==> config.mk <==
export PLATFORM = sky130hd
export DESIGN_NAME = crd_readout
export DESIGN_NICKNAME = d
export VERILOG_FILES = /design/src/crd_pkg.sv /design/src/crd_readout.sv
export SDC_FILE = /design/constraint.sdc
export NUM_CORES = 1
export LEC_CHECK = 0
export ABC_AREA = 1
export BUFFER_PORTS_ARGS = -buffer_cell sky130_fd_sc_hd__buf_2
export CAP_MARGIN = 20
export CORE_MARGIN = 3
export CORE_UTILIZATION = 35
export DETAILED_ROUTE_END_ITERATION = 12
export SKIP_CTS_REPAIR_TIMING = 1
export SLEW_MARGIN = 20
export SYNTH_ARGS = -nofsm -noshare
export SYNTH_HDL_FRONTEND = slang
export SYNTH_SLANG_ARGS = --single-unit
==> constraint.sdc <==
create_clock -name ref_clk -period 2.5 [get_ports ref_clk]
set_input_delay 0.5 -clock ref_clk [delete_from_list [all_inputs] [get_ports ref_clk]]
set_output_delay 0.5 -clock ref_clk [all_outputs]
set_load 0.01 [all_outputs]
==> src/crd_pkg.sv <==
// Package of constants and carriers for the cache RAM debug readout block
package crd_pkg;

  // ==========================================================
  // Index operation field layout
  localparam int unsigned IDX_SEL_LSB = 24;
  localparam int unsigned IDX_WAY_LSB = 18;
  localparam int unsigned IDX_WAY_W = 4;
  localparam int unsigned IDX_FIELD_W = 18;
  localparam int unsigned IDX_CORE_LSB = 16;

  // ==========================================================
  // Array selector codes
  localparam logic [7:0] SEL_IPRED = 8'h05;
  localparam logic [7:0] SEL_DTAG = 8'h08;
  localparam logic [7:0] SEL_DDATA = 8'h09;
  localparam logic [7:0] SEL_DLTLB = 8'h0A;
  localparam logic [7:0] SEL_DSTLB = 8'h0B;
  localparam logic [7:0] SEL_L2TAG = 8'h10;
  localparam logic [7:0] SEL_L2DATA = 8'h11;
  localparam logic [7:0] SEL_SNOOP = 8'h12;
  localparam logic [7:0] SEL_L2ECC = 8'h13;
  localparam logic [7:0] SEL_L2DIRTY = 8'h14;
  localparam logic [7:0] SEL_L2TLB = 8'h18;
  localparam logic [7:0] SEL_DSIDE_MIN = 8'h08;

  // ==========================================================
  // Returned field widths, in bits per holding word
  localparam int unsigned W_FULL = 32;
  localparam int unsigned W_L1TAG = 29;
  localparam int unsigned W_L2TAG = 30;
  localparam int unsigned W_ECC7 = 7;
  localparam int unsigned W_TLB_TOP = 6;
  localparam int unsigned W_L2TLB_TOP = 4;
  localparam int unsigned W_DECC = 16;
  localparam int unsigned W_DIRTY = 18;

  // ==========================================================
  // Coprocessor register identifiers
  localparam logic [3:0] REG_INDEX_OP = 4'h0;
  localparam logic [3:0] REG_IHOLD0 = 4'h1;
  localparam logic [3:0] REG_IHOLD1 = 4'h2;
  localparam logic [3:0] REG_IHOLD2 = 4'h3;
  localparam logic [3:0] REG_DHOLD0 = 4'h4;
  localparam logic [3:0] REG_DHOLD1 = 4'h5;
  localparam logic [3:0] REG_DHOLD2 = 4'h6;
  localparam logic [3:0] REG_DHOLD3 = 4'h7;
  localparam logic [3:0] REG_L2AUX = 4'h8;

  // ==========================================================
  // Auxiliary settings register
  localparam int unsigned AUX_NS_RD_DIS_BIT = 10;
  localparam logic AUX_NS_RD_DIS_RST = 1'b0;
  localparam logic [31:0] HOLD_RST = 32'h0000_0000;

  // ==========================================================
  // Carriers
  typedef struct packed {
    logic wr;
    logic [3:0] reg_id;
    logic [31:0] wdata;
    logic secure;
    logic priv;
  } crd_cp_req_t;

  typedef struct packed {
    logic [7:0] sel;
    logic [3:0] way;
    logic [9:0] row;
    logic [1:0] bank;
    logic [1:0] dbank;
    logic half;
    logic [1:0] core;
  } crd_arr_req_t;

  typedef struct packed {
    logic [127:0] data;
    logic entry_valid;
    logic entry_secure;
  } crd_arr_rsp_t;

  typedef enum logic [2:0] {
    ST_IDLE = 3'b001,
    ST_WAIT = 3'b010,
    ST_DONE = 3'b100
  } crd_state_t;

endpackage

==> src/crd_readout.sv <==
// Cache, predictor and translation RAM debug readout with holding registers
//
// Contract
// Decode selector, way and index fields.
// Non-secure reads zero invalid or Secure entries.
// Private arrays read by owning core only.
// Predictor: low eight bits, word0, zeros.
// L1 data tag way, row, bank select.
// L1 tag: 29 tag, 7 check bits.
// L1 data set, bank, doubleword select.
// L1 data words and check codes returned.
// Load translation entry, 102 bits, four words.
// Store translation entry, 102 bits, four words.
// L2 tag way, row, bank select.
// L2 tag: 30 tag, 7 check bits.
// L2 data bank select, 128 bits returned.
// Snoop tag uses core select field.
// L2 check-code read gives 16 bits.
// L2 dirty read gives 18 bits.
// L2 translation: way plus 128-entry number.
// Software barriers before reading holding words.
// Auxiliary register writable from Secure only.
// Bit 10 blocks Non-secure debug reads.
// Auxiliary register written only when idle.
// Later changes need translation off, idle.
// Holding words keep values until next op.
`timescale 1ns/100ps

module crd_readout
  import crd_pkg::*;
(
  // Clock and reset
  input wire logic ref_clk,
  input wire logic nrst,
  input wire logic clk_en,
  // Identity of this core
  input wire logic [1:0] core_id,
  // Coprocessor register access
  input wire logic cp_req,
  input wire crd_cp_req_t cp_cmd,
  output logic cp_ready_q,
  output logic cp_ack_q,
  output logic [31:0] cp_rdata_q,
  // Array read port
  output logic arr_req_q,
  output crd_arr_req_t arr_addr_q,
  input wire logic arr_ack,
  input wire crd_arr_rsp_t arr_rsp,
  // Auxiliary control out to the L2 system
  output logic ns_debug_read_dis_q
);

  // ==========================================================
  // Helpers
  function automatic logic [31:0] lane(input int unsigned w);
    logic [63:0] m;
    m = (64'h1 << w) - 64'h1;
    return m[31:0];
  endfunction

  // Per-selector mask of valid returned bits, lane 0 lowest
  function automatic logic [127:0] sel_mask(input logic [7:0] sel);
    logic [127:0] m;
    m = '0;
    unique case (sel)
      SEL_IPRED: m = {96'h0, lane(W_FULL)};
      SEL_DTAG, SEL_SNOOP:
        m = {64'h0, lane(W_ECC7), lane(W_L1TAG)};
      SEL_DDATA:
        m = {lane(W_ECC7), lane(W_ECC7), lane(W_FULL), lane(W_FULL)};
      SEL_DLTLB, SEL_DSTLB:
        m = {lane(W_TLB_TOP), {3{lane(W_FULL)}}};
      SEL_L2TAG: m = {64'h0, lane(W_ECC7), lane(W_L2TAG)};
      SEL_L2DATA: m = {4{lane(W_FULL)}};
      SEL_L2ECC: m = {96'h0, lane(W_DECC)};
      SEL_L2DIRTY: m = {96'h0, lane(W_DIRTY)};
      SEL_L2TLB: m = {lane(W_L2TLB_TOP), {3{lane(W_FULL)}}};
      default: m = '0;
    endcase
    return m;
  endfunction

  // ==========================================================
  // Index decode
  logic [7:0] op_sel;
  logic [3:0] op_way;
  logic [IDX_FIELD_W-1:0] op_idx;
  crd_arr_req_t op_addr;
  logic op_known;
  logic op_local;

  always_comb begin
    op_sel = cp_cmd.wdata[IDX_SEL_LSB +: 8];
    op_way = cp_cmd.wdata[IDX_WAY_LSB +: IDX_WAY_W];
    op_idx = cp_cmd.wdata[IDX_FIELD_W-1:0];
    op_addr = '0;
    op_addr.sel = op_sel;
    op_addr.way = op_way;
    op_addr.core = core_id;
    op_known = 1'b1;
    op_local = 1'b1;
    unique case (op_sel)
      SEL_IPRED: op_addr.row = {2'b00, op_idx[7:0]};
      SEL_DTAG: begin
        op_addr.row = {4'h0, op_idx[13:8]};
        op_addr.bank = op_idx[7:6];
      end
      SEL_DDATA: begin
        op_addr.row = {2'b00, op_idx[13:6]};
        op_addr.dbank = op_idx[5:4];
        op_addr.half = op_idx[3];
      end
      SEL_DLTLB, SEL_DSTLB:
        op_addr.row = {5'h00, op_idx[4:0]};
      SEL_L2TAG, SEL_L2DIRTY: begin
        op_addr.row = op_idx[17:8];
        op_addr.bank = op_idx[7:6];
        op_local = 1'b0;
      end
      SEL_L2DATA, SEL_L2ECC: begin
        op_addr.row = op_idx[17:8];
        op_addr.bank = op_idx[7:6];
        op_addr.dbank = op_idx[5:4];
        op_local = 1'b0;
      end
      SEL_SNOOP: begin
        op_addr.core = op_idx[IDX_CORE_LSB +: 2];
        op_addr.row = {4'h0, op_idx[13:8]};
        op_addr.bank = op_idx[7:6];
      end
      SEL_L2TLB: op_addr.row = {3'b000, op_idx[6:0]};
      default: op_known = 1'b0;
    endcase
    // Private arrays answer only the core that owns them
    if (op_local && (op_addr.core != core_id)) begin
      op_known = 1'b0;
    end
  end

  // ==========================================================
  // State
  crd_state_t st_q, st_d;
  logic [31:0] ihold_q [3];
  logic [31:0] ihold_d [3];
  logic [31:0] dhold_q [4];
  logic [31:0] dhold_d [4];
  logic aux_q, aux_d;
  logic arr_req_d;
  crd_arr_req_t arr_addr_d;
  logic cp_ready_d, cp_ack_d;
  logic [31:0] cp_rdata_d;
  logic pend_ns_q, pend_ns_d;
  logic pend_dside_q, pend_dside_d;
  logic [127:0] pend_mask_q, pend_mask_d;

  logic take;
  logic [127:0] ret;
  logic [31:0] rd_mux;

  assign take = cp_req && cp_ready_q;

  // Register read view
  always_comb begin
    rd_mux = '0;
    unique case (cp_cmd.reg_id)
      REG_IHOLD0: rd_mux = ihold_q[0];
      REG_IHOLD1: rd_mux = ihold_q[1];
      REG_IHOLD2: rd_mux = ihold_q[2];
      REG_DHOLD0: rd_mux = dhold_q[0];
      REG_DHOLD1: rd_mux = dhold_q[1];
      REG_DHOLD2: rd_mux = dhold_q[2];
      REG_DHOLD3: rd_mux = dhold_q[3];
      REG_L2AUX: rd_mux[AUX_NS_RD_DIS_BIT] = aux_q;
      default: rd_mux = '0;
    endcase
  end

  // Masked response, zeroed for hidden entries
  always_comb begin
    ret = arr_rsp.data & pend_mask_q;
    if (pend_ns_q && (!arr_rsp.entry_valid || arr_rsp.entry_secure)) begin
      ret = '0;
    end
  end

  always_comb begin
    st_d = st_q;
    ihold_d = ihold_q;
    dhold_d = dhold_q;
    aux_d = aux_q;
    arr_req_d = arr_req_q;
    arr_addr_d = arr_addr_q;
    cp_ready_d = cp_ready_q;
    cp_ack_d = 1'b0;
    cp_rdata_d = cp_rdata_q;
    pend_ns_d = pend_ns_q;
    pend_dside_d = pend_dside_q;
    pend_mask_d = pend_mask_q;
    unique case (st_q)
      ST_IDLE: begin
        if (take) begin
          cp_rdata_d = '0;
          if (!cp_cmd.priv) begin
            cp_ack_d = 1'b1;
          end else if (!cp_cmd.wr) begin
            cp_rdata_d = rd_mux;
            cp_ack_d = 1'b1;
          end else if (cp_cmd.reg_id == REG_INDEX_OP) begin
            pend_ns_d = !cp_cmd.secure;
            pend_dside_d = (op_sel >= SEL_DSIDE_MIN);
            pend_mask_d = sel_mask(op_sel);
            if (!op_known || (!cp_cmd.secure && aux_q)) begin
              // Nothing to fetch: load zeros straight away
              if (op_sel >= SEL_DSIDE_MIN) begin
                dhold_d = '{default: HOLD_RST};
              end else begin
                ihold_d = '{default: HOLD_RST};
              end
              cp_ack_d = 1'b1;
            end else begin
              arr_req_d = 1'b1;
              arr_addr_d = op_addr;
              cp_ready_d = 1'b0;
              st_d = ST_WAIT;
            end
          end else begin
            cp_ack_d = 1'b1;
            unique case (cp_cmd.reg_id)
              REG_IHOLD0: ihold_d[0] = cp_cmd.wdata;
              REG_IHOLD1: ihold_d[1] = cp_cmd.wdata;
              REG_IHOLD2: ihold_d[2] = cp_cmd.wdata;
              REG_DHOLD0: dhold_d[0] = cp_cmd.wdata;
              REG_DHOLD1: dhold_d[1] = cp_cmd.wdata;
              REG_DHOLD2: dhold_d[2] = cp_cmd.wdata;
              REG_DHOLD3: dhold_d[3] = cp_cmd.wdata;
              REG_L2AUX: begin
                if (cp_cmd.secure) begin
                  aux_d = cp_cmd.wdata[AUX_NS_RD_DIS_BIT];
                end
              end
              default: ;
            endcase
          end
        end
      end
      ST_WAIT: begin
        if (arr_ack) begin
          arr_req_d = 1'b0;
          if (pend_dside_q) begin
            for (int i = 0; i < 4; i++) begin
              dhold_d[i] = ret[32*i +: 32];
            end
          end else begin
            for (int i = 0; i < 3; i++) begin
              ihold_d[i] = ret[32*i +: 32];
            end
          end
          st_d = ST_DONE;
        end
      end
      ST_DONE: begin
        cp_ack_d = 1'b1;
        cp_ready_d = 1'b1;
        st_d = ST_IDLE;
      end
      default: begin
        st_d = ST_IDLE;
        arr_req_d = 1'b0;
        cp_ready_d = 1'b1;
      end
    endcase
  end

  always_ff @(posedge ref_clk or negedge nrst) begin
    if (!nrst) begin
      st_q <= ST_IDLE;
      ihold_q <= '{default: HOLD_RST};
      dhold_q <= '{default: HOLD_RST};
      aux_q <= AUX_NS_RD_DIS_RST;
      arr_req_q <= 1'b0;
      arr_addr_q <= '0;
      cp_ready_q <= 1'b1;
      cp_ack_q <= 1'b0;
      cp_rdata_q <= '0;
      pend_ns_q <= 1'b0;
      pend_dside_q <= 1'b0;
      pend_mask_q <= '0;
      ns_debug_read_dis_q <= AUX_NS_RD_DIS_RST;
    end else if (clk_en) begin
      st_q <= st_d;
      ihold_q <= ihold_d;
      dhold_q <= dhold_d;
      aux_q <= aux_d;
      arr_req_q <= arr_req_d;
      arr_addr_q <= arr_addr_d;
      cp_ready_q <= cp_ready_d;
      cp_ack_q <= cp_ack_d;
      cp_rdata_q <= cp_rdata_d;
      pend_ns_q <= pend_ns_d;
      pend_dside_q <= pend_dside_d;
      pend_mask_q <= pend_mask_d;
      ns_debug_read_dis_q <= aux_d;
    end
  end

endmodule

* After elaboration in Yosys (flattened, before gate mapping)
Memory sizes are Yosys's and may differ from the RTL's.
Index checks and enable logic that the tools add are counted.
** Storage, ports and cells
- Register bits after elaboration :: 422
- Memories kept :: 1
- Output and inout bits :: 65
- ROM bits :: 4096
** Cells by class
- Eq/ne operators :: 41
- Muxes and demuxes :: 66
- Reduce and logical (&&, ||, !) cells :: 32
- Bitwise operators :: 5
- Magnitude comparators :: 1
** Memories
- (no name shown) :: words 32, width 128, read ports 1, clocked after memory_dff 0, write ports 0, RTL line crd_readout.sv:65 : unique case (sel)
** Operators with widths (count)
- 128-bit two-way mux :: 10
- 96-bit two-way mux :: 8
- 32-bit two-way mux :: 9
- 128-bit case mux with 2 select lines :: 1
- 96-bit case mux with 2 select lines :: 1
- 21-bit case mux with 7 select lines :: 1
- 128-bit AND :: 1
- 10-bit case mux with 7 select lines :: 1
- 10-bit AND reduction :: 7
- 10-bit case mux with 6 select lines :: 1
- 8-bit by 5-bit equality test with 1-bit output, second input constant :: 6
- 8-bit by 4-bit equality test with 1-bit output, second input constant :: 4
- 3-bit by 2-bit inequality test with 1-bit output, second input constant :: 7
- 7-bit AND reduction :: 3
- 1-bit two-way mux :: 20
- 3-bit two-way mux :: 6
- 4-bit by 3-bit equality test with 1-bit output, second input constant :: 4
- 2-bit inequality test, second input constant :: 8
- 8-bit AND reduction :: 2
- 11-bit OR reduction :: 1
- 3-bit inequality test, second input constant :: 3
- 4-bit by 2-bit equality test with 1-bit output, second input constant :: 2
- 8-bit by 3-bit equality test with 1-bit output, second input constant :: 1
- 8-bit by 4-bit >= comparator with 1-bit output, second input constant :: 1
- 24 further kinds :: 37

* Longest topological paths before layout
Gate-level depths: netlist of the first run.
- Depth after elaboration :: 13
- Depth in mapped cells :: 13
- Depth with buffers taken out :: 11

* Worst setup path before layout of the first run
Ideal clock, no wire load.
- Path type :: in2reg
- Start :: input port cp_cmd[30] in the netlist's numbering
- End :: register ihold_q[10] in the netlist's numbering
- Path slack :: 0.543 ns
- Data arrival time :: 1.840 ns
- Library setup time :: 0.117 ns
- Data required time :: 2.383 ns
- Stages :: 12
- Buffers on the path :: 3
- Cells stage by stage :: buf_2 nand2_1 nor2_4 nand2_2 o21bai_1 nand2_1 nand4_4 buf_6 nand3_2 buf_2 nand2_1 nand2_1
** On the way
- Cells in the longest elaborated chain, start to end :: 9
- Elaborated cells on any way between the ends :: 25
- Those cells by class :: order compare (1); eq/ne (14); mux (4); reduce/logical (6)
** Ends and longest elaborated chain
- start, declared :: RTL line crd_readout.sv:40 : input wire crd_cp_req_t cp_cmd,
- 8-bit by 5-bit equality test with 1-bit output :: RTL line crd_readout.sv:102 : unique case (op_sel)
- 4-bit OR reduction (no line) or 2-bit two-way mux (tied branches)
- 1-bit two-way mux or 2-bit inequality test (tied branches) :: RTL line crd_readout.sv:102, crd_readout.sv:135
- 1-bit logical AND :: RTL line crd_readout.sv:135 : if (op_local && (op_addr.core != core_id)) begin
- 1-bit two-way mux :: RTL line crd_readout.sv:135
- 1-bit zero test :: RTL line crd_readout.sv:212 : if (!op_known || (!cp_cmd.secure && aux_q)) begin
- 1-bit logical OR :: RTL line crd_readout.sv:212
- 3-bit inequality test (no line)
- 10-bit AND reduction (no line) *
- end signal, assigned :: RTL line crd_readout.sv:291 : ihold_q <= ihold_d;
- end, declared :: RTL line crd_readout.sv:143 : logic [31:0] ihold_q [3];
Mark *: on every way between the ends. The rest lies on a longest branch, timed or not.
A chain may end at the register's enable or synchronous reset.

* Worst setup path in the final report of the first run
- Start :: register st_q[0]
- End :: register dhold_q[12] in the netlist's numbering
** On the way
- Cells in the longest elaborated chain, start to end :: 3
- Elaborated cells on any way between the ends :: 13
- Those cells by class :: eq/ne (10); mux (1); reduce/logical (2)
** Ends and longest elaborated chain
- start, declared :: RTL line crd_readout.sv:142 : crd_state_t st_q, st_d;
- start signal, assigned :: RTL line crd_readout.sv:290 : st_q <= st_d;
- 3-bit by 1-bit equality test with 1-bit output or 3-bit by 2-bit equality test with 1-bit output (tied branches) :: RTL line crd_readout.sv:199 : unique case (st_q)
- 3-bit by 2-bit inequality test with 1-bit output (no line), or another cell as far along
- 10-bit AND reduction (no line)
- end signal, assigned :: RTL line crd_readout.sv:292 : dhold_q <= dhold_d;
- end, declared :: RTL line crd_readout.sv:145 : logic [31:0] dhold_q [4];
Several ways; a longest one is shown, not always the timed one.

==> out/results.tsv, run 1 <==
metric	value	unit
outcome	completed	
reg2reg_slack	220	ps
async_flop_share	100	%
rows	78	
ys_ff_latch	305	
antenna_found_initial	17	
yosysMostFrequentCell	nand2_1	
die-width	221	µm
synthSimpleGateAreaFrac	38.7	%
via_per_inst	5.74	
path_buf_inv	3	
maxSlewViolCount	0	
postSynthCellCount	2154	
power_density	979	mW/mm²
reg2reg_from	st_q[0]	
synth_top_family_by_area	simple AND/OR/NAND/NOR gates	
hold_ws	210	ps
cp-endpoint	dhold_q[12]	
worstPathArrival	2700	ps
yosysTopAreaCell	dfrtp_1	
place.gp.congestion	0.907	
synth_nets	2330	
portBuffers	240	
setup_viol	0	
synth-edff-count	0	
hold_viol	0	
pwr-share-clk	27.6	%
whs_path_depth	3	
cts-htree-levels	2	
hold_class	input port to flip-flop	
globalRouteTotalUtil	26.9	%
netlist.area_leader.share	46.8	%
cts_buffers	35	
drv_cap	0	
grt_max_degree	87	
synth_compound_area_share	7.56	%
ir_drop	0.801	mV
drc_errors	0	
syn_area_per_cell	7.53	µm²
setup_tns	0	ps
tightest_slew	862	ps
critPathMaxStageDelay	570	ps
clock.fmax	438	MHz
synth_warnings	0	
p_leak	0.00989	µW
cts_tree	built	
dpl.cell_count	2895	
design_area	0.0196	mm²
clock_skew	16.7	ps
period_needed	2280	ps
reg2reg_to	dhold_q[12]	
area.growth.synth_to_final	20.8	%
fin_cells	2966	
clock_latency	540	ps
nNetsFinal	2509	
crit_required	2920	ps
root_buffer	clkbuf_16	
overflow	0	
post-route-period-util	91.3	%
hpwlAfterDp	43.4	mm
switching_share	39.3	%
netSwitchingPower	7530	µW
grt_pass1_wl	103	mm
dieHeight	221	µm
drt_wl_total	67.3	mm
grt_pass1_vias	16600	
ys_seq_area_share	47.1	%
combPwrFrac	33.2	%
yosys-mux-area-fraction	0	%
path_delay_family	simple AND/OR/NAND/NOR gates	
drt_first_iter_violations	1855	
p_seq_share	39.2	%
relSlewSlack	42.5	%
dieArea	0.0489	mm²
firstDrtPassIters	5	
synth-xor-area-share	0	%
synthesis.area	0.0162	mm²
clock-sinks	305	
path_depth	11	
reg2regPathDepth	11	
crit_chain	nor2_1 -> nand2_1 -> buf_12 -> inv_4 -> nand2_1 -> nand3_2 -> nor2_4 -> nand3_1 -> buf_4 -> nand2_1 -> nand2_1	
intPower	11600	µW
cp-end-kind	flip-flop	
postRouteAntennaNets	0	
layout-drive-gt1-share	17.3	%
criticalPathCategory	flip-flop to flip-flop	
synth_cell_types	36	
startpoint	st_q[0]	
placed_area	0.0184	mm²
netlist_top_cells_count	nand2_1, dfrtp_1, nand4_1	
yosys.area_share.adder	0	%
initial_core_util	35.6	%
startpoint_type	flip-flop	
clk_path_buf_depth	3	
rsz0062_at_grt	no	
yosys-top-cells-area	dfrtp_1, nand2_1, nand4_1, nand3_1, o21ai_0	
clkTransAtPathRegs	60	ps
core_region_area	0.0456	mm²
worstPathMaxFanout	33	
post_drt_wl_per_cell	22.7	µm
synth_ff_type	dfrtp_1	
crit_top_cell	nand2_1	
route.vias.total	17000	
cpMaxStageDelayCell	dfstp_2	
design.portCount	241	
-- routing by layer --
metal	GRT usage [%]	up-vias	wire (µm)
met1	38.6	8109	27800
met4	8.58	20	2080
met3	6.89	172	8490
met2	39.9	1050	28800
met5	0	-	135
li1	-	7682	-
-- registers in the layout (all words and copies together), names as in the netlist --
register	flops
dhold_q	128
ihold_q	96
cp_rdata_q	32
arr_addr_q	29
pend_mask_q	11
st_q	3
arr_req_q	1
aux_q	1
cp_ack_q	1
cp_ready_q	1
pend_dside_q	1
pend_ns_q	1
-- metrics by stage --
step	power (µW)	setup slack (ps)	util (%)
floorplan	11100	543	-
global placement	13600	55.9	40.3
detailed placement	13800	80.7	40.3
CTS	19100	159	42.9
global route	20200	13.7	42.9
finish	19200	219	43.0
-- power groups by stage --
| stage | registers (µW) | logic, µW | clock network (µW) |
|---|---|---|---|
| finish | 7520 | 6370 | 5290 |
| global route | 7710 | 6940 | 5540 |
| CTS | 7490 | 6230 | 5340 |
| detailed placement | 7550 | 6230 | 0 |
| global placement | 7520 | 6080 | 0 |
| floorplan | 7330 | 3750 | 0 |
-- worst register-to-register path: stages, from the launching register on --
cell,delay (ps)
dfstp_2,570
nor2_1,60
nand2_1,150
buf_12,230
inv_4,70
nand2_1,70
nand3_2,170
nor2_4,200
nand3_1,220
buf_4,280
nand2_1,90
nand2_1,50
-- layout by cell type, fill, tap and decap left out, drive strengths merged, types with 2 or more instances in the layout --
cell and count:
a21boi 3, nor4 2, inv 56, buf 315, dfstp 2, diode 9
nand4 248, clkinv 5, nor2 56, dfrtp 303, clkbuf 55, a22o 22
o31ai 2, o21ai 176, nand3 222, o211ai 3, nand2 855, a211oi 2
a21oi 9, nor3 15
-- cell families (layout without fill, tap and decap cells) --
family          Yosys count  after routing
other cells               0              9
flops                   305            305
buf+inv                 231            434
compound gates          220            220
simple gates           1398           1398
-- cell type report --
type                            instances  area, µm²
Inverter                               57        216
Sequential cell                       305       7630
Fill cell                            4622      26000
Clock inverter                          6       63.8
Timing Repair Buffer                  316       2230
Antenna cell                            9       22.5
Clock buffer                           55       1100
Multi-Input combinational cell       1618       7560
Tap cell                              600        751
-- how the worst min path moves through the flow --
stage / to / slack, ps / start
detailed placement: dhold_q[68] / 460 / dhold_q[68]
CTS: cp_rdata_q[1] / -50 / nrst
global route: arr_addr_q[19] / 220 / cp_cmd[22]
global placement: dhold_q[114] / 450 / dhold_q[114]
floorplan: arr_addr_q[0] / 200 / nrst
finish: arr_addr_q[20] / 210 / cp_cmd[23]
Note: power is estimated with default switching activity, not from simulation.
==> run 2, diff against run 1 <==
Settings changed: ABC_AREA 1 to not set.
==> run 2 against run 1 <==
Clock power barely moved. Total power is 40% lower. Worst setup slack lost 120 ps. Sequential share of layout area rose by 1.7 points. Final cell count decreased by 32%. Final area shrank 4.1%. Synthesized cell count is 46% lower. Largest power group is now clock. Sequential power down 31%.
==> out/results.tsv, run 2 <==
metric	value	unit	change
setup_viol	0		unchanged
dieHeight	213	µm	-3.5%
clock-sinks	305		unchanged
cts_tree	built		
synth_nets	1341		-42%
synthesis.area	0.0151	mm²	-7.1%
ir_drop	0.392	mV	-51%
firstDrtPassIters	7		+2
tightest_slew	852	ps	-9.94 ps
synth_warnings	0		unchanged
critPathMaxStageDelay	710	ps	+140 ps
power_density	611	mW/mm²	-38%
post-route-period-util	96.1	%	+4.9 points
drt_wl_total	53.3	mm	-21%
drc_errors	0		unchanged
use_met1	31.3	%	-7.3 points
worstPathArrival	2860	ps	+160 ps
criticalPathCategory	flip-flop to flip-flop		
biggestRegsByFlops	dhold_q x128, ihold_q x96, cp_rdata_q x32		
globalRouteTotalUtil	23.1	%	-3.8 points
p_leak	0.00912	µW	-7.8%
clk_path_buf_depth	3		unchanged
synth_ff_type	dfrtp_1		
overflow	0		unchanged
largest_reg_flops	128		unchanged
drv_cap	0		unchanged
hpwlAfterDp	36.6	mm	-16%
yosysTopAreaCell	dfrtp_1		
hold_class	input port to flip-flop		
cp-end-kind	flip-flop		
ys_seq_area_share	50.7	%	+3.6 points
synth-edff-count	0		unchanged
mostFrequentLayoutCells	dfrtp_1, buf_2, mux2_2		
clock_latency	520	ps	-20 ps
top_usage_layer	met2		
startpoint_type	flip-flop		
grt_util_met2	38.1	%	-1.8 points
reg2reg_to	cp_rdata_q[6]		
async_flop_share	100	%	unchanged
nNetsFinal	1619		-35%
rows	75		-3.8%
use_met3	4.54	%	-2.3 points
antenna_found_initial	0		-17
clock_skew	11.5	ps	-5.23 ps
die-width	213	µm	-3.5%
root_buffer	clkbuf_16		
synth_cell_types	68		+89%
grt_pass1_vias	12100		-27%
cpMaxStageDelayCell	or4_2		
place.gp.congestion	0.832		-8.3%
clock.fmax	416	MHz	-5.1%
postSynthCellCount	1165		-46%
maxSlewViolCount	0		unchanged
area.growth.synth_to_final	24.8	%	
reg2reg_from	st_q[0]		
netlist.area_leader.share	50.4	%	+3.6 points
dpl.cell_count	1943		-33%
post_drt_wl_per_cell	26.5	µm	+17%
rsz0062_at_grt	no		
crit_chain	and4bb_2 -> nand3_2 -> or4_2 -> buf_12 -> a31oi_1 -> a21o_1		
ys_ff_latch	305		unchanged
portBuffers	240		unchanged
grt_max_degree	70		-20%
initial_core_util	35.7	%	+0.077 points
syn_area_per_cell	12.9	µm²	+72%
hold_viol	0		unchanged
period_needed	2400	ps	+122 ps
crit_required	2960	ps	+40 ps
outcome	completed		
route.vias.total	11800		-31%
clkTransAtPathRegs	60	ps	about the same
final_common_cell	dfrtp_1		
layout-drive-gt1-share	45.4	%	+28 points
grt_pass1_wl	78.8	mm	-24%
multi_input_area	0.00694	mm²	-8.2%
fin_cells	2008		-32%
finalPower	11500	µW	-40%
hp-start	cp_cmd[1]		
drt_first_iter_violations	1144		-38%
via_per_inst	5.87		+2.3%
fillers	3924		-15%
cts_buffers	36		+2.9%
worstPathMaxFanout	31		-6.1%
reg2reg_slack	100	ps	-120 ps
whs_path_depth	2		-1
design.portCount	241		unchanged
num_antenna_cells	0		-9
reg2regPathDepth	6		-5
yosysMostFrequentCell	dfrtp_1		
dieArea	0.0455	mm²	-7.0%
netlist_top_cells_count	dfrtp_1, mux2_2, a22o_1		
largest_register	dhold_q		
ff_latch_area	0.00763	mm²	unchanged
postRouteAntennaNets	0		unchanged
core_region_area	0.0422	mm²	-7.3%
cts-htree-levels	2		unchanged
yosys-top-cells-area	dfrtp_1, mux2_2, mux2_4, a22o_1, a22oi_1		
hold_path_end	pend_ns_q		
relSlewSlack	43.0	%	+0.48 points
-- run 2: cell types whose count changed after synthesis, sizes merged, moves of 31 or more --
cell and change:
a21o +31, a222oi +39, a22o +96, a22oi +66, a31oi +42, buf -64, inv -53, mux2 +234
nand2 -809, nand3 -219, nand4 -247, nor2 -47, o21ai -142
-- run 2: how the worst max path moves through the flow --
stage	start	to	slack, ps	cells past startpoint
floorplan	cp_cmd[28]	dhold_q[43]	50	7
global placement	cp_cmd[31]	dhold_q[14]	-170	8
detailed placement	cp_cmd[29]	dhold_q[116]	-210	7
CTS	st_q[1]	dhold_q[116]	80	6
global route	st_q[0]	dhold_q[52]	20	7
finish	st_q[0]	cp_rdata_q[6]	100	6
-- run 2: per-stage QoR --
| step | hold WS [ps] | cell area [µm²] | worst slack (ps) | TNS (ps) | util, % |
|---|---|---|---|---|---|
| 2_1_floorplan | 204 | 15100 | 49.1 | 0 | - |
| 3_3_place_gp | 453 | 17600 | -166 | -33110 | 41.6 |
| 3_5_place_dp | 461 | 17600 | -207 | -33690 | 41.6 |
| 4_1_cts | -47.1 | 18800 | 77.9 | 0 | 44.4 |
| 5_1_grt | 232 | 18800 | 17.2 | 0 | 44.5 |
| 6_report | 235 | 18800 | 96.6 | 0 | 44.5 |
-- run 2: metal layers --
metal | share of wire (%) | vias up | routed length (µm)
met4 | 2.7 | 0 | 1410
met2 | 48 | 484 | 25600
met1 | 42 | 6122 | 22400
met5 | 0 | - | 0
li1 | - | 5104 | -
met3 | 7.3 | 83 | 3860
-- run 2: critical path, delay by kind of cell, from the launching register on --
family          cells  cell delay, ps
flops               1             600
compound gates      2             420
simple gates        3            1070
buf+inv             1             230
-- run 2: report_power, final --
part	leakage [µW]	switching [µW]	internal, µW
registers	0.00419	89.7	5100
logic	0.00435	526	456
clock network	0.000579	2080	3240
-- run 2: cell families after synthesis --
logic type,after synthesis,synth area share (%)
AO/OA/AOI/OAI,376,20.2
XOR/XNOR,4,0.233
buffers and inverters,111,3.96
flip-flops,305,50.7
multiplexers,237,19.8
AND/OR/NAND/NOR,132,5.11
-- run 2: cell type report --
cell class,count,area share [%]
clock buffer,56,5.68
sequential,305,40.6
inverter,2,0.0400
clock inverter,8,0.626
multi-input combinational,749,36.9
tap,539,3.59
timing repair buffer,349,12.5
==> run 3, diff against run 2 <==
Settings changed: CELL_PAD_IN_SITES_DETAIL_PLACEMENT set to 0, CELL_PAD_IN_SITES_GLOBAL_PLACEMENT set to 1, PLACE_DENSITY_LB_ADDON set to 0.1.
==> run 3 against run 2 <==
Combinational power about the same. Critical endpoint is now arr_addr_q[23]. Clock-buffer cell count is 2 lower. Critical path type unchanged. Global-route usage up 1.2 points.
==> out/results.tsv, run 3 (same netlist as run 2, synthesis figures left out) <==
metric	value	unit	change
placed_area	0.0178	mm²	+1.1%
clk_path_buf_depth	3		unchanged
worstPathMaxFanout	8		-74%
layout-drive-gt1-share	46.4	%	+1.0 points
hold_viol	0		unchanged
final_common_cell	dfrtp_1		
hp-start	cp_cmd[1]		
reg2reg_to	arr_addr_q[23]		
postRouteAntennaNets	0		unchanged
setup_viol	0		unchanged
core_region_area	0.0422	mm²	unchanged
place.gp.congestion	0.804		-3.4%
antenna_found_initial	2		+2
worstPathArrival	2830	ps	-30 ps
dpl.cell_count	1957		+0.72%
clock_skew	14.2	ps	+2.73 ps
dieHeight	213	µm	unchanged
grt_pass1_vias	11900		-1.8%
portBuffers	240		unchanged
reg2regPathDepth	5		-1
clock-sinks	305		unchanged
outcome	completed		
cts_buffers	37		+2.8%
combPwrFrac	8.5	%	about the same
intPower	9030	µW	+2.7%
dieArea	0.0455	mm²	unchanged
reg2reg_slack	90	ps	about the same
criticalPathCategory	flip-flop to flip-flop		
drv_cap	0		unchanged
setup_slack	92.4	ps	-4.21 ps
globalRouteTotalUtil	24.4	%	+1.2 points
power_density	620	mW/mm²	+1.4%
cts_tree	built		
drt_first_iter_violations	878		-23%
ir_drop	0.429	mV	+9.4%
route.vias.total	11700		-0.97%
via_per_inst	5.77		-1.8%
firstDrtPassIters	8		+1
fin_cells	2025		+0.85%
clock.fmax	415	MHz	-0.17%
biggestRegsByFlops	dhold_q x128, ihold_q x96, cp_rdata_q x32		
hold_class	input port to flip-flop		
area.growth.synth_to_final	26.7	%	
overflow	0		unchanged
design_area	0.0191	mm²	+1.5%
crit_required	2920	ps	-40 ps
netSwitchingPower	2800	µW	+3.8%
p_leak	0.00928	µW	+1.7%
cp-end-kind	flip-flop		
clock_latency	550	ps	+30 ps
startpoint_type	flip-flop		
initial_core_util	35.7	%	unchanged
mostFrequentLayoutCells	dfrtp_1, buf_2, mux2_2		
root_buffer	clkbuf_16		
post_drt_wl_per_cell	27.5	µm	+3.7%
relSlewSlack	50.5	%	+7.5 points
maxSlewViolCount	0		unchanged
post-route-period-util	96.3	%	+0.17 points
period_needed	2410	ps	+4.21 ps
die-width	213	µm	unchanged
p_seq_share	43.8	%	-1.3 points
whs_path_depth	2		unchanged
reg2reg_from	st_q[0]		
largest_reg_flops	128		unchanged
grt_pass1_wl	81.7	mm	+3.7%
clkTransAtPathRegs	50	ps	about the same
cts-htree-levels	2		unchanged
num_antenna_cells	0		unchanged
drc_errors	0		unchanged
drt_wl_total	55.7	mm	+4.6%
pwr-share-clk	47.7	%	+1.4 points
design.portCount	241		unchanged
setup_tns	0	ps	unchanged
tightest_slew	733	ps	-119 ps
grt_max_degree	77		+10%
largest_register	dhold_q		
nNetsFinal	1634		+0.93%
dpl_worst_slack	-205	ps	+1.82 ps
hold_path_end	pend_ns_q		
hpwlAfterDp	38.0	mm	+3.7%
rows	75		unchanged
switching_share	23.6	%	+0.18 points
rsz0062_at_grt	no		
==> run 3: cell types whose count changed in the layout (fill, tap and decap cells not counted), sizes merged <==
cell | before | now
clkinvlp | 1 | 2
inv | 2 | 4
clkbuf | 56 | 54
clkinv | 4 | 6
buf | 348 | 362
==> run 3: area by class of cell <==
cell class	instances	area, µm²
clock buffer	54	1130
multi-input combinational	749	6930
fill	3907	23100
tap	539	674
timing repair buffer	363	2550
clock inverter	13	153
inverter	2	7.51
sequential	305	7630
==> run 3: through the flow <==
stage	hold WS [ps]	util, %	total power (µW)
after floorplan	204	-	5690
final	215	45.2	11800
after global routing	204	45.2	12300
after CTS	-41.8	45.1	12000
after global placement	459	42.1	6270
after detailed placement	460	42.1	6280
==> run 3: power by group through the flow <==
stage	clock network [µW]	registers (µW)	logic, µW
floorplan	0	5240	445
global placement	0	5270	1000
detailed placement	0	5270	1010
CTS	5810	5180	1010
global route	6010	5200	1090
finish	5640	5180	1000
==> run 3: worst max-delay path by stage <==
stage                     from  depth (start not counted)             end
detailed placement  cp_cmd[28]                          9     dhold_q[71]
CTS                    st_q[1]                          6     dhold_q[73]
finish                 st_q[0]                          5  arr_addr_q[23]
global route           st_q[0]                          5  arr_addr_q[23]
floorplan           cp_cmd[28]                          7     dhold_q[43]
global placement    cp_cmd[28]                          8     dhold_q[69]
==> run 3: routing by layer <==
metal	wire, µm	track usage [%]	share of wire, %
met1	24800	34.0	45
met2	26300	39.8	47
met3	3470	4.43	6.2
met4	1150	5.79	2.1
met5	26	0	0.047
==> run 3: worst max-delay path, cell delays in order (launching register included) <==
cell and delay [ps]:
dfstp_2 600, and4bb_2 280, nand4b_1 220, or4_2 670
buf_4 210, mux2_1 310
